==> config.mk <==
export PLATFORM = sky130hd
export DESIGN_NAME = dio_dma
export DESIGN_NICKNAME = d
export VERILOG_FILES = /design/src/inc/dio_pkg.sv /design/src/inc/word_buf_if.sv /design/src/logic/dio_dma.sv /design/src/logic/word_buf.sv
export VERILOG_INCLUDE_DIRS = /design/src /design/src/inc
export SDC_FILE = /design/constraint.sdc
export NUM_CORES = 1
export LEC_CHECK = 0
export BUFFER_PORTS_ARGS = -buffer_cell sky130_fd_sc_hd__clkbuf_2
export CAP_MARGIN = 20
export CORE_ASPECT_RATIO = 2
export CORE_MARGIN = 2
export CORE_UTILIZATION = 55
export DETAILED_ROUTE_END_ITERATION = 6
export PLACE_DENSITY = 0.77
export SLEW_MARGIN = 30
export SYNTH_ARGS = -nofsm -noshare
export SYNTH_HDL_FRONTEND = slang
export SYNTH_SLANG_ARGS = --single-unit
==> constraint.sdc <==
create_clock -name mclk -period 5.19 [get_ports mclk]
set_clock_uncertainty 0.05 [all_clocks]
set_input_delay 1.038 -clock mclk [delete_from_list [all_inputs] [get_ports mclk]]
set_output_delay 1.038 -clock mclk [all_outputs]
set_load 0.02 [all_outputs]
==> src/inc/dio_params.svh <==
// constants for the parallel digital i/o block transfer engine
`ifndef DIO_PARAMS_SVH
`define DIO_PARAMS_SVH
`define DIO_WIDTH 32
`define DIO_IDX_W 5
`define DIO_BYTES_W 27
`define DIO_WORDS_W 25
`define DIO_WORD_BYTES 32'h0000_0004
`define DIO_PACER_W 16
`define DIO_PACER_RST 16'h0000
`define DIO_BUF_DEPTH 2
`endif

==> src/inc/dio_pkg.sv <==
// types shared by the digital i/o engine and its word buffer
package dio_pkg;
  // sampling sources, in selector order 0..3
  typedef enum logic [1:0] {
    sample_mode_pacer,
    sample_mode_rise,
    sample_mode_fall,
    sample_mode_handshake
  } sample_mode_e;
  // bus master sequencer states
  typedef enum logic [1:0] {
    bm_idle,
    bm_request,
    bm_move
  } bm_state_e;
  typedef logic [31:0] word_t;
endpackage

==> src/inc/word_buf_if.sv <==
// valid/ready carrier between the sampler, the word buffer and the bus master
`timescale 1ns/1ps
interface word_buf_if;
  logic push_valid;
  logic push_ready;
  logic [31:0] push_data;
  logic pop_valid;
  logic pop_ready;
  logic [31:0] pop_data;
  logic flush;
  modport buf_mp (input push_valid, push_data, pop_ready, flush,
                  output push_ready, pop_valid, pop_data);
  modport user_mp (output push_valid, push_data, pop_ready, flush,
                   input push_ready, pop_valid, pop_data);
endinterface

==> src/logic/dio_dma.sv <==
// 32-bit digital i/o with paced input sampling and bus-master block transfer
`timescale 1ns/1ps
`include "dio_params.svh"
module dio_dma (
  // clock and reset
  input wire logic mclk,
  input wire logic srst,
  // input port pins and polled reads
  input wire logic [31:0] din_pins,
  input wire logic [4:0] input_bit_index,
  output logic [31:0] input_word,
  output logic input_bit_value,
  // output port writes
  input wire logic out_word_wr,
  input wire logic [31:0] out_word_data,
  input wire logic out_bit_wr,
  input wire logic [4:0] output_bit_index,
  input wire logic out_bit_data,
  output logic [31:0] dout_pins,
  // sampling control
  input wire dio_pkg::sample_mode_e sample_mode,
  input wire logic [15:0] pacer_div,
  input wire logic trig_req_pin,
  output logic trig_ack_pin,
  // transfer control
  input wire logic start,
  input wire logic stop,
  input wire logic [31:0] dest_addr,
  input wire logic [26:0] byte_count,
  input wire logic clear_fifo_on_start,
  input wire logic halt_sampling_on_done,
  input wire logic double_buf,
  input wire logic irq_enable,
  // transfer status
  output logic transfer_active,
  output logic [24:0] words_done,
  output logic done_irq,
  output logic overrun,
  // bus master side
  output logic bm_req,
  input wire logic bm_gnt,
  output logic [31:0] bm_addr,
  output logic [31:0] bm_data,
  output logic bm_valid,
  input wire logic bm_ready
);
  import dio_pkg::*;
  word_buf_if wb ();
  word_buf u_buf (.mclk(mclk), .srst(srst), .wb(wb));

  // pin synchronisers; only stage two and later are read
  logic [31:0] din_s1_reg, din_s2_reg;
  logic req_s1_reg, req_s2_reg, req_s3_reg;
  // polled port state
  logic [31:0] din_word_reg, din_word_next;
  logic in_bit_reg, in_bit_next;
  logic [31:0] dout_reg, dout_next;
  // sampler state
  logic [15:0] pacer_reg, pacer_next;
  logic ack_reg, ack_next;
  logic sample_en_reg, sample_en_next;
  logic overrun_reg, overrun_next;
  logic tick;
  // engine state
  bm_state_e state_reg, state_next;
  logic active_reg, active_next;
  logic stop_pend_reg, stop_pend_next;
  logic [31:0] base_reg, base_next;
  logic [31:0] addr_reg, addr_next;
  logic [24:0] reload_reg, reload_next;
  logic [24:0] remain_reg, remain_next;
  logic [24:0] words_reg, words_next;
  logic irq_reg, irq_next;
  logic req_reg, req_next;
  logic valid_reg, valid_next;
  logic [31:0] data_reg, data_next;
  logic begin_xfer, last_word;

  // two flops on every pin before use
  always_ff @(posedge mclk) begin
    din_s1_reg <= din_pins;
    din_s2_reg <= din_s1_reg;
    req_s1_reg <= trig_req_pin;
    req_s2_reg <= req_s1_reg;
    req_s3_reg <= req_s2_reg;
  end

  // polled reads and output writes
  always_comb begin
    din_word_next = din_s2_reg;
    // one bit of the same sample
    in_bit_next = din_s2_reg[input_bit_index];
    dout_next = dout_reg;
    // word write drives all lines; it wins over a bit write
    if (out_word_wr) begin
      dout_next = out_word_data;
    end else if (out_bit_wr) begin
      dout_next[output_bit_index] = out_bit_data;
    end
  end

  // sample tick by mode
  always_comb begin
    // four sources; enum order gives codes 0..3
    case (sample_mode)
      sample_mode_pacer: tick = (pacer_reg == `DIO_PACER_RST);
      sample_mode_rise: tick = req_s2_reg & ~req_s3_reg;
      sample_mode_fall: tick = ~req_s2_reg & req_s3_reg;
      // handshake waits for room, so no word is ever dropped there
      sample_mode_handshake: tick = req_s2_reg & ~ack_reg & wb.push_ready;
      default: tick = 1'b0;
    endcase
  end

  // sampler next state
  always_comb begin
    begin_xfer = start & ~active_reg;
    pacer_next = (pacer_reg == `DIO_PACER_RST) ? pacer_div : pacer_reg - 16'h0001;
    ack_next = 1'b0;
    if (sample_mode == sample_mode_handshake) begin
      // ack held until the request drops
      ack_next = ack_reg ? req_s2_reg : (tick & sample_en_reg);
    end
    sample_en_next = sample_en_reg;
    overrun_next = overrun_reg;
    // each captured word is offered to the buffer
    wb.push_valid = sample_en_reg & tick;
    wb.push_data = din_s2_reg;
    // paced modes cannot wait: a full buffer loses the sample, flagged
    if (wb.push_valid & ~wb.push_ready) begin
      overrun_next = 1'b1;
    end
    wb.flush = begin_xfer & clear_fifo_on_start;
    if (begin_xfer) begin
      sample_en_next = 1'b1;
      // start clears the flag, but a sample lost in this very cycle still shows
      overrun_next = wb.push_valid & ~wb.push_ready;
      pacer_next = pacer_div;
    end else if (stop) begin
      // sampling halts at once; buffered words stay intact
      sample_en_next = 1'b0;
    end else if (active_reg & ~active_next & halt_sampling_on_done) begin
      sample_en_next = 1'b0;
    end
  end

  // engine next state
  always_comb begin
    state_next = state_reg;
    active_next = active_reg;
    stop_pend_next = stop_pend_reg | (stop & active_reg);
    base_next = base_reg;
    addr_next = addr_reg;
    reload_next = reload_reg;
    remain_next = remain_reg;
    words_next = words_reg;
    irq_next = 1'b0;
    req_next = req_reg;
    valid_next = valid_reg;
    data_next = data_reg;
    wb.pop_ready = 1'b0;
    last_word = (remain_reg == 25'h0000001);
    case (state_reg)
      bm_idle: begin
        if (begin_xfer) begin
          // host-supplied address and byte count, in whole words
          base_next = dest_addr;
          addr_next = dest_addr;
          reload_next = byte_count[26:2];
          remain_next = byte_count[26:2];
          words_next = 25'h0000000;
          stop_pend_next = 1'b0;
          // runs on its own; an empty count ends at once
          active_next = (byte_count[26:2] != 25'h0000000);
        end else if (active_reg & stop_pend_reg) begin
          active_next = 1'b0;
          stop_pend_next = 1'b0;
        end else if (active_reg & wb.pop_valid) begin
          // data present again, ask for the bus
          req_next = 1'b1;
          state_next = bm_request;
        end
      end
      bm_request: begin
        if (bm_gnt) begin
          // word taken from the buffer only with the bus in hand
          wb.pop_ready = 1'b1;
          data_next = wb.pop_data;
          valid_next = 1'b1;
          state_next = bm_move;
        end
      end
      bm_move: begin
        // target stall holds address and data
        if (bm_ready) begin
          addr_next = addr_reg + `DIO_WORD_BYTES;
          // words moved, kept after done or stop
          words_next = words_reg + 25'h0000001;
          remain_next = remain_reg - 25'h0000001;
          if (last_word & double_buf) begin
            // circular region: wrap to the start
            addr_next = base_reg;
            remain_next = reload_reg;
          end else if (last_word) begin
            active_next = 1'b0;
            irq_next = irq_enable;
          end
          if (active_next & ~stop_pend_next & wb.pop_valid) begin
            wb.pop_ready = 1'b1;
            data_next = wb.pop_data;
          end else begin
            // buffer empty, block done or stop pending: let go of the bus; only an empty buffer leaves the block running
            valid_next = 1'b0;
            req_next = 1'b0;
            state_next = bm_idle;
            if (stop_pend_next) begin
              active_next = 1'b0;
              stop_pend_next = 1'b0;
            end
          end
        end
      end
      default: begin
        state_next = bm_idle;
        req_next = 1'b0;
        valid_next = 1'b0;
      end
    endcase
  end

  // register stage for all groups
  always_ff @(posedge mclk) begin
    if (srst) begin
      din_word_reg <= 32'h0000_0000;
      in_bit_reg <= 1'b0;
      dout_reg <= 32'h0000_0000;
      pacer_reg <= `DIO_PACER_RST;
      ack_reg <= 1'b0;
      sample_en_reg <= 1'b0;
      overrun_reg <= 1'b0;
      state_reg <= bm_idle;
      active_reg <= 1'b0;
      stop_pend_reg <= 1'b0;
      base_reg <= 32'h0000_0000;
      addr_reg <= 32'h0000_0000;
      reload_reg <= 25'h0000000;
      remain_reg <= 25'h0000000;
      words_reg <= 25'h0000000;
      irq_reg <= 1'b0;
      req_reg <= 1'b0;
      valid_reg <= 1'b0;
      data_reg <= 32'h0000_0000;
    end else begin
      din_word_reg <= din_word_next;
      in_bit_reg <= in_bit_next;
      dout_reg <= dout_next;
      pacer_reg <= pacer_next;
      ack_reg <= ack_next;
      sample_en_reg <= sample_en_next;
      overrun_reg <= overrun_next;
      state_reg <= state_next;
      active_reg <= active_next;
      stop_pend_reg <= stop_pend_next;
      base_reg <= base_next;
      addr_reg <= addr_next;
      reload_reg <= reload_next;
      remain_reg <= remain_next;
      words_reg <= words_next;
      irq_reg <= irq_next;
      req_reg <= req_next;
      valid_reg <= valid_next;
      data_reg <= data_next;
    end
  end

  // outputs straight from flops
  assign input_word = din_word_reg;
  assign input_bit_value = in_bit_reg;
  assign dout_pins = dout_reg;
  assign trig_ack_pin = ack_reg;
  // 1 while running, 0 once done
  assign transfer_active = active_reg;
  assign words_done = words_reg;
  assign done_irq = irq_reg;
  assign overrun = overrun_reg;
  assign bm_req = req_reg;
  assign bm_addr = addr_reg;
  assign bm_data = data_reg;
  assign bm_valid = valid_reg;
endmodule

==> src/logic/word_buf.sv <==
// two-entry word buffer between input sampling and the bus master
`timescale 1ns/1ps
`include "dio_params.svh"
module word_buf (
  // clock and reset
  input wire logic mclk,
  input wire logic srst,
  // both sides of the buffer
  word_buf_if.buf_mp wb
);
  import dio_pkg::*;
  word_t mem_reg [`DIO_BUF_DEPTH];  // storage
  word_t mem_next [`DIO_BUF_DEPTH];
  logic wr_reg, wr_next;           // write slot
  logic rd_reg, rd_next;           // read slot
  logic [1:0] cnt_reg, cnt_next;   // entries held
  logic do_push, do_pop;

  // honest flags: full stalls the handshake sampler and drops paced or edge samples, empty releases the bus
  assign wb.push_ready = (cnt_reg != 2'h2);
  assign wb.pop_valid = (cnt_reg != 2'h0);
  assign wb.pop_data = mem_reg[rd_reg];
  assign do_push = wb.push_valid & wb.push_ready;
  assign do_pop = wb.pop_ready & wb.pop_valid;

  // next pointers and contents; flush wins over both sides
  always_comb begin
    mem_next = mem_reg;
    wr_next = wr_reg;
    rd_next = rd_reg;
    cnt_next = cnt_reg;
    if (wb.flush) begin
      wr_next = 1'b0;
      rd_next = 1'b0;
      cnt_next = 2'h0;
    end else begin
      if (do_push) begin
        mem_next[wr_reg] = wb.push_data;
        wr_next = ~wr_reg;
      end
      if (do_pop) begin
        rd_next = ~rd_reg;
      end
      cnt_next = cnt_reg + {1'b0, do_push} - {1'b0, do_pop};
    end
  end

  // register only
  always_ff @(posedge mclk) begin
    if (srst) begin
      wr_reg <= 1'b0;
      rd_reg <= 1'b0;
      cnt_reg <= 2'h0;
    end else begin
      wr_reg <= wr_next;
      rd_reg <= rd_next;
      cnt_reg <= cnt_next;
    end
    mem_reg <= mem_next;
  end
endmodule
==> results of run 1 <==
-- cells by family (layout without fill, tap and decap cells) --
kind of cell               Yosys count  in the layout  share of synthesized area, %
AOI/OAI and AO/OA                  381            381                          14.5
xor gates and xnor gates            79             79                          4.28
adders and majority gates           10             10                         0.774
buffers and inverters              140            434                          3.46
DFF                                397            397                          53.2
muxes                               57             57                          4.31
other                                0              1                             0
and+or+nand+nor                    664            664                          19.6
-- cells in the mapped netlist (all sizes together) (13+ instances only) --
library cell	instances
a22oi	26
nand2b	17
a211oi	46
o21ai	35
nor4	23
clkbuf	98
nor2b	50
nand4	18
nand2	220
or4	17
a21oi	184
inv	27
o22ai	16
xor2	45
o211ai	18
nand3	40
dfxtp	333
a311oi	13
mux2i	46
nor2	168
edfxtp	64
xnor2	34
buf	15
nor3	57
-- worst paths after layout --
check                         to  slack (ps)  cells after the start
setup / recovery     bm_data[14]        1920                     10
hold / removal    din_s2_reg[20]         270                      0
hold reg to reg   din_s2_reg[20]         270                      0
setup reg to reg     bm_data[14]        1920                     10
-- area by class of cell --
cell class	instances	area, um2	share of cell area, %
Antenna cell	1	2.50	0.0131
Sequential cell	397	8590	44.8
Multi-Input combinational cell	1191	7050	36.8
Tap cell	360	450	2.35
Clock buffer	50	1020	5.34
Timing Repair Buffer	344	1790	9.32
Inverter	27	101	0.529
Clock inverter	13	153	0.797
-- per-stage QoR --
step	std cells	setup WS (ps)	cell area [um2]	hold slack, ps
3_5_place_dp	2319	1540	18000	262
5_1_grt	2383	1700	19200	279
6_report	2383	1920	19200	273
2_1_floorplan	1728	1350	16200	260
3_3_place_gp	2319	1270	18000	260
4_1_cts	2382	1940	19200	276
-- routing by layer --
metal	vias up	global-route usage, %	share of wire, %
met5	-	0	0.16
met4	10	15.7	5.7
met3	143	5.56	6.2
met2	516	49.1	53
met1	6604	28.5	35
li1	6649	-	-
-- report_power, final --
part | switching (mW) | internal [mW] | leakage, nW
logic | 1.56 | 0.925 | 3.59
clock network | 1.16 | 1.53 | 0.579
registers | 0.370 | 3.52 | 3.33
total | 3.08 | 5.98 | 7.49
-- critical path: stages (launching register included) --
cell and delay [ps]:
dfxtp_1 330, inv_1 80, ha_2 320, buf_4 520
nor2b_1 300, o31a_1 260, a31o_2 190, buf_4 350
and2_1 180, buf_4 330, a211oi_1 150
==> results.ini, run 1 <==
[synth]
synth.largest_area_cell = dfxtp_1
synthesis.nets = 1903
synth_seq_area_share_pct = 53.2
yosysWarningCount = 0
ys_types = 64
async_reset_ff_share_pct = 0
avgSynthCellArea_um2 = 9.35
synth_top_flop_cell = dfxtp_1
synth-edff-count = 64
synth-seq-cells = 397
synthCells = 1728
yosysTopAreaCellShare_pct = 41.3
synth_area_mm2 = 0.0162
synth.area.top_cells = dfxtp_1 41%, edfxtp_1 12%, a21oi_1 5.7%

[hold_path]
hp-class = register to register
hp-start = din_s1_reg[20]

[die]
die_w_um = 125
io_pins = 325
die-area_mm2 = 0.0308
placeableCoreArea_mm2 = 0.0288
fp.dieH_um = 246
std_cell_rows = 88
start_util_pct = 56.0

[setup_path]
worstPathArrival_ps = 3590
end_kind = register
startpoint = state_reg[0]
critPathKind = register to register
reg2reg_from = state_reg[0]
crit_required_ps = 5510
crit_path_max_fanout = 52
critPathLaunchType = register

[timing]
slew_violations = 0
finalSetupViolCount = 0
fin_tns_setup_ps = 0
tightest_slew_ps = 938
maxSlewHeadroom_pct = 36.9
hold_viol_final = 0
rsz0062_at_grt = false
post-route-period-util_pct = 63.1
period_needed_ps = 3270
fmax_mhz = 306

[route]
vias_per_cell = 5.84
drtAntennaViolNets = 0
dr.pass1.iters = 5
remaining_drc_errors = 0
routed_wl_um = 43200
wl_per_cell_um = 18.1
dr_total_vias = 13900
drtIter0Drc = 889

[finish]
largest_reg_flops = 64
most-common-layout-cells = 332 x dfxtp_1, 320 x clkbuf_2, 218 x nand2_1, 183 x a21oi_1, 166 x nor2_1
nFillCells = 2353
area_growth_pct = 18.6
nNetsFinal = 2171
utilization_pct = 66.4
layout_commonest_cell = dfxtp_1
drive_gt1_share_pct = 21.4

[status]
status = complete, no violations

[clock_tree]
cts.sinks = 397
cts_setup_buffers = 0
root_buffer = clkbuf_16
cts_hold_buf = 0
clk_pin_slew_ps = 70
clkLatencyLatePin_ps = 530
cts_made_buffers = 35
htreeDepth = 2
cts_tree = done
clk_path_buf_depth = 3
ctsResizeCount = 0

[global_routing]
grt_pass1_vias = 13600
grt_max_degree = 107
grt_pass1_wl_um = 68100
grt_usage_pct = 27.0
antenna_found_initial = 6
grt_overflow = 0

[power_and_ir_drop]
p_total_mw = 9.07
power_density_mw_per_mm2 = 473
irDropWorstVdd_mv = 0.342
p_leak_nw = 7.49

[placed_design]
portBuffers = 322
gp_congestion = 0.873
dp_hpwl_um = 29300

[run]
drv_cap = 0

(Power assumes the default switching activity.)
==> run 2: changes to the inputs <==
Settings changed: ABC_AREA set to 1, CORE_UTILIZATION 55 to 50, PLACE_DENSITY 0.77 to 0.73.
Clock period 5.19 ns to 2.8 ns, I/O delays scaled along.
==> run 2 against run 1 <==
  * Register-to-register slack worse by 1600 ps
  * Synthesized cell count rose by 29%
  * Worst hold slack worse by 200 ps
  * Design area up 6.0%
  * First-iteration DRC count down 1.8%
  * Wire length up 23%
  * Setup slack got worse by 1600 ps
  * Count of clock-buffer cells in the layout increased by 4
  * Synthesized area grew 5.5%
  * Critical endpoint is now u_buf.mem_reg[54]
  * Highest routed layer is now met4
==> results.ini, run 2 <==
[status]
status = complete, no violations

[global_routing]
grt_max_degree = 75  ; -30%
grt_pass1_vias = 16000  ; +17%
antenna_found_initial = 6  ; unchanged
grt_overflow = 0  ; unchanged
grt_usage_pct = 29.3  ; +2.3 points
grt_pass1_wl_um = 81800  ; +20%

[timing]
fin_tns_setup_ps = 0  ; unchanged
period_needed_ps = 2520  ; -755 ps
hold_ws_ps = 69.5  ; -204 ps
hold_viol_final = 0  ; unchanged
tightest_slew_ps = 743  ; -195 ps
rsz0062_at_grt = false
fmax_mhz = 397  ; +30%
finalSetupViolCount = 0  ; unchanged
post-route-period-util_pct = 89.9  ; +27 points
slew_violations = 0  ; unchanged
maxSlewHeadroom_pct = 50.5  ; +14 points

[route]
drtAntennaViolNets = 0  ; unchanged
vias_per_cell = 5.34  ; -8.6%
dr.pass1.iters = 7  ; +2
routed_wl_um = 53200  ; +23%
remaining_drc_errors = 0  ; unchanged
drtIter0Drc = 873  ; -1.8%
dr_total_vias = 16000  ; +15%
wl_per_cell_um = 17.8  ; -2.0%

[clock_tree]
clkLatencyLatePin_ps = 540  ; about the same
ctsResizeCount = 0  ; unchanged
clk_pin_slew_ps = 60  ; about the same
clk_path_buf_depth = 3  ; unchanged
cts.sinks = 397  ; unchanged
cts_tree = done
cts_hold_buf = 0  ; unchanged
cts_made_buffers = 37  ; +5.7%
cts_setup_buffers = 0  ; unchanged
root_buffer = clkbuf_16
htreeDepth = 2  ; unchanged

[power_and_ir_drop]
clkPwrFrac_pct = 26.2  ; -3.5 points
combPwrFrac_pct = 34.5  ; +7.1 points
power_density_mw_per_mm2 = 953  ; +100%
p_seq_share_pct = 39.3  ; -3.6 points
irDropWorstVdd_mv = 0.683  ; +100%
swShare_pct = 39.7  ; +5.7 points
net-switching-power_mw = 7.68  ; +150%
p_int_mw = 11.7  ; +95%
p_leak_nw = 9.07  ; +21%

[placed_design]
portBuffers = 322  ; unchanged
dp_hpwl_um = 39100  ; +33%
placed_cells = 2923  ; +26%
gp_congestion = 0.948  ; +8.5%

[setup_path]
crit_path_max_fanout = 32  ; -38%
critPathKind = register to register
crit_required_ps = 2980  ; -2530 ps
r2r_end = u_buf.mem_reg[54]
worstPathArrival_ps = 2690  ; -900 ps
critPathLaunchType = register
reg2reg_from = pacer_reg[0]
reg2reg_depth = 11  ; +1
r2r_setup_slack_ps = 280  ; -1630 ps
end_kind = register

[finish]
drive_gt1_share_pct = 18.2  ; -3.2 points
area_growth_pct = 19.1
multiInputGateArea_mm2 = 0.00703  ; -0.23%
regArea_mm2 = 0.00859  ; about the same
most-common-layout-cells = 385 x nand2_1, 333 x dfxtp_1, 321 x clkbuf_2, 297 x nor2_1, 246 x inv_1
largest_reg_flops = 64  ; unchanged
fin_cells = 2996  ; +26%
layout_commonest_cell = nand2_1
nNetsFinal = 2701  ; +24%
nFillCells = 3109  ; +32%

[die]
std_cell_rows = 95  ; +8.0%
die_w_um = 135  ; +7.5%
placeableCoreArea_mm2 = 0.0336  ; +17%
start_util_pct = 50.7  ; -5.3 points
die-area_mm2 = 0.0357  ; +16%
io_pins = 325  ; unchanged
fp.dieH_um = 265  ; +7.6%

[hold_path]
hold_path_end = din_s1_reg[16]
hp-start = din_pins[16]
hold_depth = 1  ; +1
hp-class = primary input to register

[synth]
synthesis.nets = 2403  ; +26%
avgSynthCellArea_um2 = 7.65  ; -18%
synth_common_cells = 385 x nand2_1, 333 x dfxtp_1, 299 x nor2_1
synth_area_mm2 = 0.0171  ; +5.5%
synth.area.top_cells = dfxtp_1 39%, edfxtp_1 11%, nand2_1 8.5%
synth.largest_area_cell = dfxtp_1
synth-seq-cells = 397  ; unchanged
synth-edff-count = 64  ; unchanged
synth.most_common_cell = nand2_1
yosysTopAreaCellShare_pct = 39.1  ; -2.2 points
ys_types = 46  ; -28%
async_reset_ff_share_pct = 0  ; unchanged
synth_top_flop_cell = dfxtp_1
synthCells = 2228  ; +29%
yosysWarningCount = 0  ; unchanged
synth_seq_area_share_pct = 50.4  ; -2.8 points

[run]
drv_cap = 0  ; unchanged

==> run 2: power groups by stage <==
stage | Clock (mW) | Sequential [mW] | Combinational (mW)
floorplan | 0 | 8.03 | 4.05
global placement | 0 | 7.69 | 6.50
detailed placement | 0 | 7.71 | 6.60
CTS | 5.17 | 7.60 | 6.65
global route | 5.36 | 7.73 | 7.36
finish | 5.08 | 7.61 | 6.67
==> run 2: kinds of logic (layout without fill, tap and decap cells) <==
logic type	after synthesis	in the layout	synth area share, %
and+or+nand+nor	887	887	22.0
AOI/OAI and AO/OA	531	531	16.3
DFF	397	397	50.4
buffers and inverters	361	687	8.42
xor gates and xnor gates	42	42	2.16
adders and majority gates	10	10	0.734
other	0	6	0
==> run 2: cell type report <==
cell class | instances | share of cell area, %
inverters | 263 | 4.87
diodes | 6 | 0.0739
flip-flops and latches | 397 | 42.3
multi-input cells | 1470 | 34.6
well taps | 436 | 2.69
clock buffers | 54 | 5.38
clock inverters | 13 | 0.579
repair buffers | 357 | 9.48
==> run 2: critical path: stages, from the launching register on <==
cell,delay [ps]
dfxtp_1,310
inv_1,100
ha_1,230
nand2_1,130
nor2_1,220
nand4_1,150
o21ai_1,200
nand2_1,150
nor2_2,170
nand2_1,110
nor2_2,150
buf_12,230
==> run 2: how the worst max path moves through the flow <==
stage,from,to,cells past startpoint
4_1_cts,pacer_reg[0],u_buf.mem_reg[54],11
2_1_floorplan,pacer_reg[0],u_buf.mem_reg[0],10
3_5_place_dp,remain_reg[1],u_buf.cnt_reg[1],17
6_report,pacer_reg[0],u_buf.mem_reg[54],11
3_3_place_gp,remain_reg[1],u_buf.cnt_reg[1],17
5_1_grt,remain_reg[1],u_buf.cnt_reg[1],17
==> run 2: layer usage <==
metal	share of wire (%)	vias up	track usage [%]
met3	5.8	204	5.49
li1	-	7876	-
met5	0	-	0
met1	33	7340	26.9
met4	7.9	0	22.3
met2	54	573	55.4
==> run 2: per-stage QoR <==
step | setup WS (ps) | instance area, um2 | utilization, % | total power [mW]
after floorplan | -384 | 17100 | - | 12.1
final | 283 | 20300 | 60.4 | 19.4
after CTS | 286 | 20300 | 60.3 | 19.4
after global placement | 285 | 19100 | 56.7 | 14.2
after global routing | 43.1 | 20300 | 60.4 | 20.5
after detailed placement | 292 | 19100 | 56.7 | 14.3
==> run 3: changes to the inputs <==
Settings changed: ABC_AREA 1 to not set, PLACE_DENSITY 0.73 to 0.74.
==> run 3 against run 2 <==
  * Design area shrank 3.0%
  * Critical endpoint is now u_buf.cnt_reg[1]
  * Die area is 5.1% lower
  * Clock power is 3% lower
  * Largest power group unchanged
  * Largest cell class unchanged
  * Power down 12%
  * Register-to-register slack lost 240 ps
==> results.ini, run 3 (synthesis results as in run 1) <==
[clock_tree]
cts.sinks = 397  ; unchanged
clk_path_buf_depth = 3  ; unchanged
htreeDepth = 2  ; unchanged
clk_pin_slew_ps = 70  ; about the same
cts_hold_buf = 0  ; unchanged
cts_made_buffers = 35  ; -5.4%
clkLatencyLatePin_ps = 540  ; about the same
cts_setup_buffers = 0  ; unchanged
cts_tree = done
root_buffer = clkbuf_16

[die]
io_pins = 325  ; unchanged
die-area_mm2 = 0.0339  ; -5.1%
fp.dieH_um = 258  ; -2.6%
std_cell_rows = 93  ; -2.1%
start_util_pct = 50.5  ; -0.20 points
placeableCoreArea_mm2 = 0.0320  ; -4.9%
die_w_um = 131  ; -2.6%

[timing]
hold_viol_final = 0  ; unchanged
fmax_mhz = 363  ; -8.6%
maxSlewHeadroom_pct = 47.4  ; -3.0 points
post-route-period-util_pct = 98.4  ; +8.5 points
rsz0062_at_grt = false
hold_ws_ps = 63.3  ; -6.18 ps
period_needed_ps = 2750  ; +237 ps
slew_violations = 0  ; unchanged
tightest_slew_ps = 781  ; +38.4 ps
finalSetupViolCount = 0  ; unchanged
fin_tns_setup_ps = 0  ; unchanged
setup_slack_ps = 45.9  ; -237 ps

[setup_path]
critPathLaunchType = register
worstPathArrival_ps = 3140  ; +450 ps
end_kind = register
slowest_stage = nor3_2
crit_path_max_fanout = 5  ; -84%
slowest_delay_ps = 410  ; +100 ps
crit_required_ps = 3180  ; +200 ps
critPathKind = register to register
cp_cell_sequence = nor4_1, buf_4, nand4b_1, nor3_2, o2bb2ai_1, ha_1, inv_1, ha_1, xnor2_1, xnor2_1, nor2_1

[hold_path]
hp-class = primary input to register

[route]
vias_per_cell = 5.59  ; +4.8%
dr_total_vias = 14000  ; -13%
drtAntennaViolNets = 0  ; unchanged
routed_wl_um = 44100  ; -17%
drtIter0Drc = 666  ; -24%
remaining_drc_errors = 0  ; unchanged
wl_per_cell_um = 17.7  ; -0.50%
dr.pass1.iters = 5  ; -2

[global_routing]
grt_pass1_wl_um = 69800  ; -15%
grt_usage_pct = 25.1  ; -4.1 points
antenna_found_initial = 6  ; unchanged
grt_max_degree = 89  ; +19%
grt_overflow = 0  ; unchanged
grt_pass1_vias = 13800  ; -14%

[finish]
layout_commonest_cell = dfxtp_1
final_cell_area_mm2 = 0.0197  ; -3.0%
most-common-layout-cells = 332 x dfxtp_1, 321 x clkbuf_2, 218 x nand2_1, 183 x a21oi_1, 166 x nor2_1
nNetsFinal = 2216  ; -18%
drive_gt1_share_pct = 23.3  ; +5.1 points
area_growth_pct = 21.9
utilization_pct = 61.6  ; +1.2 points
largest_reg_flops = 64  ; unchanged
fin_cells = 2496  ; -17%

[placed_design]
gp_congestion = 0.904  ; -4.6%
placed_cells = 2431  ; -17%
post-place-ws_ps = -50.7  ; -342 ps
portBuffers = 322  ; unchanged
place_area_mm2 = 0.0185  ; -3.0%
dp_hpwl_um = 31100  ; -20%

[status]
status = complete, no violations

[run]
drv_cap = 0  ; unchanged

[power_and_ir_drop]
p_total_mw = 17.1  ; -12%
p_leak_nw = 7.75  ; -14%
power_density_mw_per_mm2 = 869  ; -8.8%
irDropWorstVdd_mv = 0.606  ; -11%

[run 3: worst paths after layout]
path	startpoint	to	slack, ps	cells past startpoint
setup / recovery	remain_reg[7]	u_buf.cnt_reg[1]	50	11
hold reg to reg	din_s1_reg[5]	din_s2_reg[5]	260	0
hold / removal	din_pins[26]	din_s1_reg[26]	60	1
setup reg to reg	remain_reg[7]	u_buf.cnt_reg[1]	50	11
[run 3: where the power goes]
group	switching [mW]	leakage [nW]	internal [mW]
Sequential	0.654	3.33	6.53
Clock	2.19	0.582	2.74
Combinational	3.00	3.84	2.00
Total	5.85	7.75	11.3
[run 3: layout make-up]
type	instances	area (um2)
multi-input cells	1191	7060
clock inverters	15	174
inverters	27	101
diodes	3	7.51
well taps	427	534
flip-flops and latches	397	8590
clock buffers	47	1000
repair buffers	389	2230
fillers	2683	12300
[run 3: critical path: cells and delay by family, from the launching register on]
kind                     cells  cell delay (ps)
flip-flops                   1              350
AO/OA/AOI/OAI                1              190
adder cells (fa/ha/maj)      2              490
AND/OR/NAND/NOR              4             1040
XOR/XNOR                     2              300
buffers and inverters        2              220
[run 3: repair_timing]
item                       CTS  global route
setup endpoints to repair    0            18
resized for setup            0             3
hold endpoints to repair     0             0
[run 3: metal layers]
| metal | vias to the layer above | share of wire [%] | global-route usage (%) |
|---|---|---|---|
| li1 | 6728 | - | - |
| met1 | 6634 | 35 | 25.4 |
| met2 | 456 | 53 | 47.5 |
| met3 | 138 | 5.8 | 5.18 |
| met4 | 8 | 5.5 | 14.6 |
| met5 | - | 0.11 | 0 |
